`src/core/rbt_consts.svh`:
```
// Constants for the registered bus transceiver
// Assumes inclusion by the package and the core module only
`ifndef RBT_CONSTS_SVH
`define RBT_CONSTS_SVH
`define RBT_SECT_W    8
`define RBT_NUM_SECT  2
`define RBT_SYNC_LEN  3
`endif

```
`src/core/rbt_pkg.sv`:
```
// Types for the registered bus transceiver
// Assumes rbt_consts.svh is on the include path
`include "rbt_consts.svh"
package rbt_pkg;
	typedef logic [`RBT_SECT_W-1:0] rbt_byte_t;

	// Control pins of one section
	typedef struct packed {
		logic oe_n;
		logic dir;
		logic a_to_b_capture_clock;
		logic b_to_a_capture_clock;
		logic a_to_b_source_select;
		logic b_to_a_source_select;
	} rbt_ctrl_t;

	// Three-stage synchroniser chain for the control pins
	typedef struct packed {
		rbt_ctrl_t s3;
		rbt_ctrl_t s2;
		rbt_ctrl_t s1;
	} rbt_csync_t;

	typedef struct packed {
		rbt_byte_t s3;
		rbt_byte_t s2;
		rbt_byte_t s1;
	} rbt_dsync_t;

	// Whole state of one section
	typedef struct packed {
		rbt_csync_t cs;
		rbt_dsync_t as;
		rbt_dsync_t bs;
		rbt_ctrl_t  ctl;
		rbt_byte_t  a_reg;
		rbt_byte_t  b_reg;
		rbt_byte_t  a_out;
		rbt_byte_t  b_out;
		logic       a_oe;
		logic       b_oe;
	} rbt_sect_t;
endpackage

```
`src/core/rbt_core.sv`:
```
// Registered 16-bit bus transceiver built as two 8-bit sections
// Assumes all pins asynchronous to clk_i; bus wires resolved outside
// Assumes each section's enables gate its own bus drivers outside
// Notes on behaviour
// 16-bit path, tri-state drivers, storage registers
// Capture clock rising edges latch each bus
// Capture ignores enable and direction
// Enable high: neither bus driven
// Input bus storable while transmitting
// Direction low drives A, high drives B
// Live B onto A
// Stored B register onto A
// Live A onto B
// Stored A register onto B
// Never drive both buses together
// A feeds A register, B feeds B register
// Two independent 8-bit sections
`timescale 1ns/100ps
`include "rbt_consts.svh"
module rbt_core
	import rbt_pkg::*;
#(
	parameter int SECT_W   = `RBT_SECT_W,
	parameter int NUM_SECT = `RBT_NUM_SECT
) (
	input  wire logic                     clk_i,
	input  wire logic                     rst_i,
	input  wire rbt_ctrl_t [NUM_SECT-1:0] ctrl_i,
	input  wire logic [NUM_SECT*SECT_W-1:0] a_i,
	output logic      [NUM_SECT*SECT_W-1:0] a_o,
	output logic      [NUM_SECT-1:0]       a_oe_o,
	input  wire logic [NUM_SECT*SECT_W-1:0] b_i,
	output logic      [NUM_SECT*SECT_W-1:0] b_o,
	output logic      [NUM_SECT-1:0]       b_oe_o
);
	// ********************
	// Section state
	// ********************
	rbt_sect_t sect_q [NUM_SECT];
	rbt_sect_t sect_d [NUM_SECT];

	// ********************
	// Helper functions
	// ********************
	// Change counts once the second and third stages agree
	function automatic logic agree(input logic s2, input logic s3, input logic old);
		agree = (s2 == s3) ? s3 : old;
	endfunction

	// Low-to-high step of a filtered control level
	function automatic logic rise(input logic now, input logic old);
		rise = now & ~old;
	endfunction

	// Stored register when the select is high, live bus when low
	function automatic rbt_byte_t pick(input logic sel, input rbt_byte_t stored,
		input rbt_byte_t live);
		pick = sel ? stored : live;
	endfunction

	for (genvar g = 0; g < NUM_SECT; g++) begin : g_sect
		// ********************
		// Next state of one section
		// ********************
		always_comb begin
			rbt_sect_t n;
			logic      ab_rise;
			logic      ba_rise;
			n       = sect_q[g];
			ab_rise = 1'h0;
			ba_rise = 1'h0;
			// Every pin passes three flops, data and control alike
			n.cs.s1 = ctrl_i[g];
			n.cs.s2 = sect_q[g].cs.s1;
			n.cs.s3 = sect_q[g].cs.s2;
			n.as.s1 = a_i[g*SECT_W +: SECT_W];
			n.as.s2 = sect_q[g].as.s1;
			n.as.s3 = sect_q[g].as.s2;
			n.bs.s1 = b_i[g*SECT_W +: SECT_W];
			n.bs.s2 = sect_q[g].bs.s1;
			n.bs.s3 = sect_q[g].bs.s2;
			// Filtered control levels
			n.ctl.oe_n = agree(sect_q[g].cs.s2.oe_n, sect_q[g].cs.s3.oe_n,
				sect_q[g].ctl.oe_n);
			n.ctl.dir = agree(sect_q[g].cs.s2.dir, sect_q[g].cs.s3.dir,
				sect_q[g].ctl.dir);
			n.ctl.a_to_b_capture_clock = agree(sect_q[g].cs.s2.a_to_b_capture_clock,
				sect_q[g].cs.s3.a_to_b_capture_clock, sect_q[g].ctl.a_to_b_capture_clock);
			n.ctl.b_to_a_capture_clock = agree(sect_q[g].cs.s2.b_to_a_capture_clock,
				sect_q[g].cs.s3.b_to_a_capture_clock, sect_q[g].ctl.b_to_a_capture_clock);
			n.ctl.a_to_b_source_select = agree(sect_q[g].cs.s2.a_to_b_source_select,
				sect_q[g].cs.s3.a_to_b_source_select, sect_q[g].ctl.a_to_b_source_select);
			n.ctl.b_to_a_source_select = agree(sect_q[g].cs.s2.b_to_a_source_select,
				sect_q[g].cs.s3.b_to_a_source_select, sect_q[g].ctl.b_to_a_source_select);
			// Capture on filtered rising edge, no gating by enable
			ab_rise = rise(n.ctl.a_to_b_capture_clock,
				sect_q[g].ctl.a_to_b_capture_clock);
			ba_rise = rise(n.ctl.b_to_a_capture_clock,
				sect_q[g].ctl.b_to_a_capture_clock);
			if (ab_rise) begin
				n.a_reg = sect_q[g].as.s3;
			end
			if (ba_rise) begin
				n.b_reg = sect_q[g].bs.s3;
			end
			// Output drivers from filtered controls
			n.a_oe = ~n.ctl.oe_n & ~n.ctl.dir;
			n.b_oe = ~n.ctl.oe_n & n.ctl.dir;
			// Live or stored data; the registered path adds a fixed latency
			n.a_out = pick(n.ctl.b_to_a_source_select, n.b_reg, sect_q[g].bs.s3);

			n.b_out = pick(n.ctl.a_to_b_source_select, n.a_reg, sect_q[g].as.s3);
			sect_d[g] = n;
		end

		// ********************
		// State register
		// ********************
		// Control pin stages and filtered levels reset high: drivers stay off
		// and no capture edge can be seen as reset lets go
		always_ff @(posedge clk_i or posedge rst_i) begin
			if (rst_i) begin
				sect_q[g]     <= '0;
				sect_q[g].cs  <= '1;
				sect_q[g].ctl <= '1;
			end else begin
				sect_q[g] <= sect_d[g];
			end
		end

		// ********************
		// Output ports
		// ********************
		assign a_o[g*SECT_W +: SECT_W] = sect_q[g].a_out;
		assign b_o[g*SECT_W +: SECT_W] = sect_q[g].b_out;
		assign a_oe_o[g] = sect_q[g].a_oe;
		assign b_oe_o[g] = sect_q[g].b_oe;

		// ********************
		// Assertions
		// ********************
		AST_NO_BOTH: assert property (@(posedge clk_i) disable iff (rst_i)
			!(a_oe_o[g] && b_oe_o[g]))
			else $error("both buses driven");
		// Enables follow settled pin levels one edge later
		AST_ISOLATE: assert property (@(posedge clk_i) disable iff (rst_i)
			(sect_q[g].cs.s2.oe_n && sect_q[g].cs.s3.oe_n)
			|=> !a_oe_o[g] && !b_oe_o[g])
			else $error("driver on while disabled");
		AST_DIR_A: assert property (@(posedge clk_i) disable iff (rst_i)
			(!sect_q[g].cs.s2.oe_n && !sect_q[g].cs.s3.oe_n
			&& !sect_q[g].cs.s2.dir && !sect_q[g].cs.s3.dir) |=> a_oe_o[g])
			else $error("A not driven");
		AST_DIR_B: assert property (@(posedge clk_i) disable iff (rst_i)
			(!sect_q[g].cs.s2.oe_n && !sect_q[g].cs.s3.oe_n
			&& sect_q[g].cs.s2.dir && sect_q[g].cs.s3.dir) |=> b_oe_o[g])
			else $error("B not driven");
		AST_CAP_A: assert property (@(posedge clk_i) disable iff (rst_i)
			(sect_d[g].ctl.a_to_b_capture_clock && !sect_q[g].ctl.a_to_b_capture_clock)
			|=> sect_q[g].a_reg == $past(sect_q[g].as.s3))
			else $error("A register missed capture");
		AST_CAP_B: assert property (@(posedge clk_i) disable iff (rst_i)
			(sect_d[g].ctl.b_to_a_capture_clock && !sect_q[g].ctl.b_to_a_capture_clock)
			|=> sect_q[g].b_reg == $past(sect_q[g].bs.s3))
			else $error("B register missed capture");
		AST_HOLD_A: assert property (@(posedge clk_i) disable iff (rst_i)
			!(sect_d[g].ctl.a_to_b_capture_clock && !sect_q[g].ctl.a_to_b_capture_clock)
			|=> $stable(sect_q[g].a_reg))
			else $error("A register changed without edge");
		AST_HOLD_B: assert property (@(posedge clk_i) disable iff (rst_i)
			!(sect_d[g].ctl.b_to_a_capture_clock && !sect_q[g].ctl.b_to_a_capture_clock)
			|=> $stable(sect_q[g].b_reg))
			else $error("B register changed without edge");
		// A pin level is held until two synchroniser stages agree
		AST_FILTER_AB: assert property (@(posedge clk_i) disable iff (rst_i)
			(sect_q[g].cs.s2.a_to_b_capture_clock
			!= sect_q[g].cs.s3.a_to_b_capture_clock)
			|=> $stable(sect_q[g].ctl.a_to_b_capture_clock))
			else $error("A capture level taken too early");
		AST_FILTER_BA: assert property (@(posedge clk_i) disable iff (rst_i)
			(sect_q[g].cs.s2.b_to_a_capture_clock
			!= sect_q[g].cs.s3.b_to_a_capture_clock)
			|=> $stable(sect_q[g].ctl.b_to_a_capture_clock))
			else $error("B capture level taken too early");
		AST_FILTER_OE: assert property (@(posedge clk_i) disable iff (rst_i)
			(sect_q[g].cs.s2.oe_n != sect_q[g].cs.s3.oe_n)
			|=> $stable(sect_q[g].ctl.oe_n))
			else $error("enable level taken too early");
		AST_FILTER_DIR: assert property (@(posedge clk_i) disable iff (rst_i)
			(sect_q[g].cs.s2.dir != sect_q[g].cs.s3.dir)
			|=> $stable(sect_q[g].ctl.dir))
			else $error("direction level taken too early");
		// Data path to each bus
		AST_LIVE_B2A: assert property (@(posedge clk_i) disable iff (rst_i)
			!sect_d[g].ctl.b_to_a_source_select |=> a_o[g*SECT_W +: SECT_W]
			== $past(sect_q[g].bs.s3))
			else $error("live B not on A");
		AST_STORED_B2A: assert property (@(posedge clk_i) disable iff (rst_i)
			sect_d[g].ctl.b_to_a_source_select |=> a_o[g*SECT_W +: SECT_W]
			== sect_q[g].b_reg)
			else $error("stored B not on A");
		AST_LIVE_A2B: assert property (@(posedge clk_i) disable iff (rst_i)
			!sect_d[g].ctl.a_to_b_source_select |=> b_o[g*SECT_W +: SECT_W]
			== $past(sect_q[g].as.s3))
			else $error("live A not on B");
		AST_STORED_A2B: assert property (@(posedge clk_i) disable iff (rst_i)
			sect_d[g].ctl.a_to_b_source_select |=> b_o[g*SECT_W +: SECT_W]
			== sect_q[g].a_reg)
			else $error("stored A not on B");

		// ********************
		// Cover points
		// ********************
		// Main transfers of one section
		COV_DRIVE_A: cover property (@(posedge clk_i) disable iff (rst_i) a_oe_o[g]);
		COV_DRIVE_B: cover property (@(posedge clk_i) disable iff (rst_i) b_oe_o[g]);
		COV_CAP_ISO: cover property (@(posedge clk_i) disable iff (rst_i)
			sect_q[g].ctl.oe_n && sect_d[g].ctl.a_to_b_capture_clock
			&& !sect_q[g].ctl.a_to_b_capture_clock);
		COV_LIVE_B2A: cover property (@(posedge clk_i) disable iff (rst_i)
			a_oe_o[g] && !sect_q[g].ctl.b_to_a_source_select);
		COV_STORED_A2B: cover property (@(posedge clk_i) disable iff (rst_i)
			b_oe_o[g] && sect_q[g].ctl.a_to_b_source_select);
	end
endmodule

```
`config.mk`:
```
export PLATFORM = sky130hd
export DESIGN_NAME = rbt_core
export DESIGN_NICKNAME = d
export VERILOG_FILES = /design/src/core/rbt_pkg.sv /design/src/core/rbt_core.sv
export VERILOG_INCLUDE_DIRS = /design/src /design/src/core
export SDC_FILE = /design/constraint.sdc
export NUM_CORES = 1
export LEC_CHECK = 0
export ABC_CLOCK_PERIOD_IN_PS = 9800
export BUFFER_PORTS_ARGS = -buffer_cell sky130_fd_sc_hd__buf_2
export CORE_MARGIN = 2
export CORE_UTILIZATION = 49
export CTS_CLUSTER_DIAMETER = 60
export DETAILED_ROUTE_END_ITERATION = 10
export GPL_ROUTABILITY_DRIVEN = 0
export GPL_TIMING_DRIVEN = 0
export PLACE_DENSITY = 0.69
export SYNTH_ARGS = -nofsm -noshare
export SYNTH_HDL_FRONTEND = slang
export SYNTH_SLANG_ARGS = --single-unit
```
`constraint.sdc`:
```
create_clock -name clk_i -period 9.8 [get_ports clk_i]
set_input_delay 0.49 -clock clk_i [delete_from_list [all_inputs] [get_ports clk_i]]
set_output_delay 0.49 -clock clk_i [all_outputs]
set_load 0.01 [all_outputs]
```
# ---- Word-level counts from Yosys, hierarchy flattened
# Cells that the tools add are included.
# W data, S select, Z words.
dict set report totals {
  register_bits 212
  in_bits 46
}
dict set report classes {
  eq_ne 12
  muxes 20
  bitwise 16
}
# cell n
set ops {}
lappend ops {{$mux W8} 8}
lappend ops {{$eq A1 B1 Y1} 12}
lappend ops {{$mux W1} 12}
lappend ops {{$and A1 B1 Y1} 8}
lappend ops {{$not A1 Y1} 8}

# ---- Longest topological paths before layout
dict set report logic_depth {
  depth_word 5
  depth_mapped 4
}

# ---- Worst setup path before layout
# No wires, ideal clock.
dict set report synth_path {
  kind {reg-to-reg}
  startpoint {register, netlist name g_sect[1].$2.n[102]}
  endpoint {register sect_q (netlist bit a_o[10])}
  t_arrival_ns 1.142
  path_slack_ns 8.533
  path_stages_with_launch 5
  path_buffers 1
  path_cell_list {dfstp_2 -> nand3b_1 -> buf_6 -> nand2_8 -> mux2_4}
}
# item line
set synth_rtl {}
lappend synth_rtl {{end signal: indexed assignment} rbt_core.sv:127} ;# sect_q[g] <= sect_d[g];
lappend synth_rtl {{end: declaration} rbt_core.sv:39} ;# rbt_sect_t sect_q [NUM_SECT];

# ---- Worst setup path after layout
dict set report layout_path {
  startpoint {register sect_q (netlist bit b_o[10])}
  endpoint {output b_o[10]}
}
# item line
set layout_rtl {}
lappend layout_rtl {{end: declaration} rbt_core.sv:33} ;# output logic [NUM_SECT*SECT_W-1:0] b_o,
# No word-level cell between the ends.

==> out/summary.md <==
- **multi-input logic area** 0.00110 mm2
- **CP delay by family, top** flip-flops
- **setup repair after global routing missed its margin** false
- **outcome** complete, no violations
- **type of the worst setup path** register to primary output
- **worst path bufs/invs** 2
- **clock-pin slew of the registers on the worst-case setup and hold paths** 0.06 ns
- **total number of nets in the final design** 493
- **area of the core** 0.0134 mm2
- **fraction of layout cells with a size suffix above 1** 59.8%
- **maximum clock rate** 628 MHz
- **diode count** 0
- **count of buffers from port buffering** 81
- **flip-flop and latch count after synthesis** 212
- **number of filler cells placed in the layout** 987
- **via/cell ratio** 4.46
- **Die Span Y** 122 um
- **post-synthesis sequential area ratio** 79.1%
- **count of final max-slew check failures** 0
- **power density over the cells** 250 mW/mm2
- **H-tree lvl count** 1
- **Worst Path Required** 9.31 ns
- **number of global-route vias before repair** 3,074
- **vias after detailed routing** 2,847
- **DPL Wire Length** 5060 um
- **floorplan die width** 122 um
- **total congestion overflow** 0
- **setup violators final** 0
- **synthesized net count** 387
- **initial antenna violation count** 0
- **Final Hold Violating Endpoints** 0
- **final WL** 8540 um
- **wire per inst** 13.4 um
- **initial core utilization** 50.6%
- **finished layout cell area** 0.00821 mm2
- **area of all sequential standard cells** 0.00537 mm2
- **number of clock sinks** 212
- **area growth from synthesis to layout** 21.1%
- **Detail Route Antenna Nets** 0
- **period utilization** 16.2%
- **cell type with the largest total area after synthesis** sky130_fd_sc_hd__dfrtp_1
- **arrival time worst endpoint** 1.10 ns
- **CP Capture Type** primary output
- **Bufs on Longest Clock Path** 3
- **standard-cell rows** 42
- **Die Outline Area** 0.0148 mm2
- **Pre-Repair DR Iteration Count** 3
- **delay of the slowest critical-path stage** 0.37 ns
- **Avg Inst Size Synth** 19.9 um2
- **synthesized instance count** 341
- **Cell Area, Placed** 0.00744 mm2
- **nature of the critical path startpoint** register
- **post-synthesis cell area** 0.00678 mm2
- **top cells by area, synth** sky130_fd_sc_hd__dfrtp_1 (61%), sky130_fd_sc_hd__dfstp_2 (19%), sky130_fd_sc_hd__mux2_4 (7.1%)
- **minimum period implied by the final worst setup slack** 1.59 ns
- **initial drt markers** 142
- **cells along the critical path** buf_4 > buf_2
- **min-delay worst type** input pin to async pin
- **Critical Path Slowest Stage Cell** sky130_fd_sc_hd__dfrtp_1
- **count of different cell masters after synthesis** 13
- **reported max-cap violation count** 0
- **static power due to leakage** 3.81 nW
- **clk root buf** sky130_fd_sc_hd__clkbuf_16
- **total routing resource utilization after global routing** 12.3%
- **largest net degree at the start of global routing** 130
- **Slew headroom** 61.1%
- **clock tree from TritonCTS** done
- **Post-CTS Setup Inserts** 0
- **post-CTS sizing** 0
- **Worst Tran Pin Value** 0.584 ns
- **final worst clock skew** 0.00830 ns
- **largest fanout on the critical path** 1
- **post-detailed-route DRC marker count** 0
- **Yosys top cell area share** 60.5%
- **number of buffers created by CTS** 22
- **final sum of negative setup slack** 0 ns
- **Worst-Skew Late Latency** 0.48 ns
- **highest ir drop seen on vdd** 0.155 mV
- **ports placed on the boundary** 82
- **global-route wire length before repair** 14,600 um
- **cts-stage hold buffer count** 0
- **Yosys Warn Count** 0
-- cell usage in the layout (no fill, tap or decap), types with 2 or more instances in the layout --
| cell | instances |
|---|---|
| sky130_fd_sc_hd__dfstp_2 | 48 |
| sky130_fd_sc_hd__buf_6 | 4 |
| sky130_fd_sc_hd__nand2_8 | 4 |
| sky130_fd_sc_hd__clkinvlp_4 | 2 |
| sky130_fd_sc_hd__nor2b_1 | 2 |
| sky130_fd_sc_hd__maj3_1 | 8 |
| sky130_fd_sc_hd__nand3b_1 | 4 |
| sky130_fd_sc_hd__clkbuf_16 | 23 |
| sky130_fd_sc_hd__mux2_2 | 32 |
| sky130_fd_sc_hd__buf_4 | 36 |
| sky130_fd_sc_hd__clkbuf_8 | 4 |
| sky130_fd_sc_hd__nor2_1 | 2 |
| sky130_fd_sc_hd__buf_2 | 81 |
| sky130_fd_sc_hd__maj3_2 | 4 |
| sky130_fd_sc_hd__bufinv_16 | 3 |
| sky130_fd_sc_hd__clkbuf_1 | 6 |
| sky130_fd_sc_hd__mux2_4 | 32 |
| sky130_fd_sc_hd__dfrtp_1 | 164 |
-- area by class of cell --
| cell class | count | share of cell area (%) |
|---|---|---|
| inverter | 1 | 0.137 |
| multi-input combinational | 88 | 13.3 |
| tap | 176 | 2.68 |
| timing repair buffer | 82 | 5.27 |
| clock inverter | 7 | 1.45 |
| buffer | 40 | 3.84 |
| sequential | 212 | 65.3 |
| clock buffer | 33 | 7.95 |
-- layer usage --
metal / vias to the layer above / wire length, um / GRT usage (%)
li1: 1303 / - / -
met1: 1460 / 3630 / 15.7
met2: 66 / 4260 / 20.6
met3: 18 / 421 / 2.76
met4: 0 / 230 / 4.67
met5: - / 0 / 0
-- power by group --
part | internal (mW) | switching [mW] | total [mW]
combinational | 0.119 | 0.0750 | 0.194
clock | 0.541 | 0.316 | 0.856
sequential | 0.971 | 0.0326 | 1.00
total | 1.63 | 0.423 | 2.05
-- synthesized netlist by cell type --
library cell,instances
sky130_fd_sc_hd__mux2_4,32
sky130_fd_sc_hd__maj3_1,8
sky130_fd_sc_hd__nor2b_1,2
sky130_fd_sc_hd__buf_6,4
sky130_fd_sc_hd__maj3_2,4
sky130_fd_sc_hd__mux2_2,32
sky130_fd_sc_hd__buf_4,36
sky130_fd_sc_hd__nand3b_1,4
sky130_fd_sc_hd__dfstp_2,48
sky130_fd_sc_hd__inv_1,1
sky130_fd_sc_hd__nor2_1,2
sky130_fd_sc_hd__dfrtp_1,164
sky130_fd_sc_hd__nand2_8,4
-- worst register-to-register path, stage by stage (launching register included) --
cell and delay, ns:
sky130_fd_sc_hd__dfstp_2 0.53, sky130_fd_sc_hd__nand3b_1 0.12, sky130_fd_sc_hd__buf_6 0.18, sky130_fd_sc_hd__nand2_8 0.11
sky130_fd_sc_hd__mux2_4 0.31
-- registers in the layout (all words and copies together) (netlist names) --
register     count
sect_q          88
g_sect.$2.n     88
a_o             16
b_oe_o           2
a_oe_o           2
b_o             16
-- stage by stage --
step           setup slack (ns)  power, mW  std cells  utilization [%]  hold WS (ns)
2_1_floorplan              3.60       1.16        341                -         0.331
3_3_place_gp               1.99       1.21        598             55.3         0.332
3_5_place_dp               8.20       1.22        599             55.5         0.335
4_1_cts                    8.17       2.09        639             61.3        0.0862
5_1_grt                    8.17       2.14        639             61.3        0.0840
6_report                   8.21       2.05        639             61.3        0.0770
-- worst paths after layout --
| path | startpoint | endpoint | slack [ns] | cells past startpoint |
|---|---|---|---|---|
| worst min register to register | g_sect[0].$2.n[49] | g_sect[0].$2.n[57] | 0.34 | 0 |
| worst max register to register | sect_q[36] | a_o[14] | 8.44 | 4 |
| worst min-delay path | rst_i | a_oe_o[1] | 0.08 | 2 |
| worst max-delay path | b_o[10] | b_o[10] | 8.21 | 2 |
| min in group clk_i | ctrl_i[2] | g_sect[0].$2.n[96] | 0.11 | 1 |
| max in group asynchronous | rst_i | b_o[8] | 8.77 | 3 |
-- logic make-up (layout without fill, tap and decap cells) --
| group | count (synthesis) | in the layout | synth area share (%) |
|---|---|---|---|
| adder cells (fa/ha/maj) | 12 | 12 | 1.85 |
| multiplexers | 64 | 64 | 12.4 |
| buffers and inverters | 41 | 163 | 4.71 |
| flip-flops | 212 | 212 | 79.1 |
| AND/OR/NAND/NOR | 12 | 12 | 1.92 |
No activity file was read; power rests on OpenSTA's default activity.
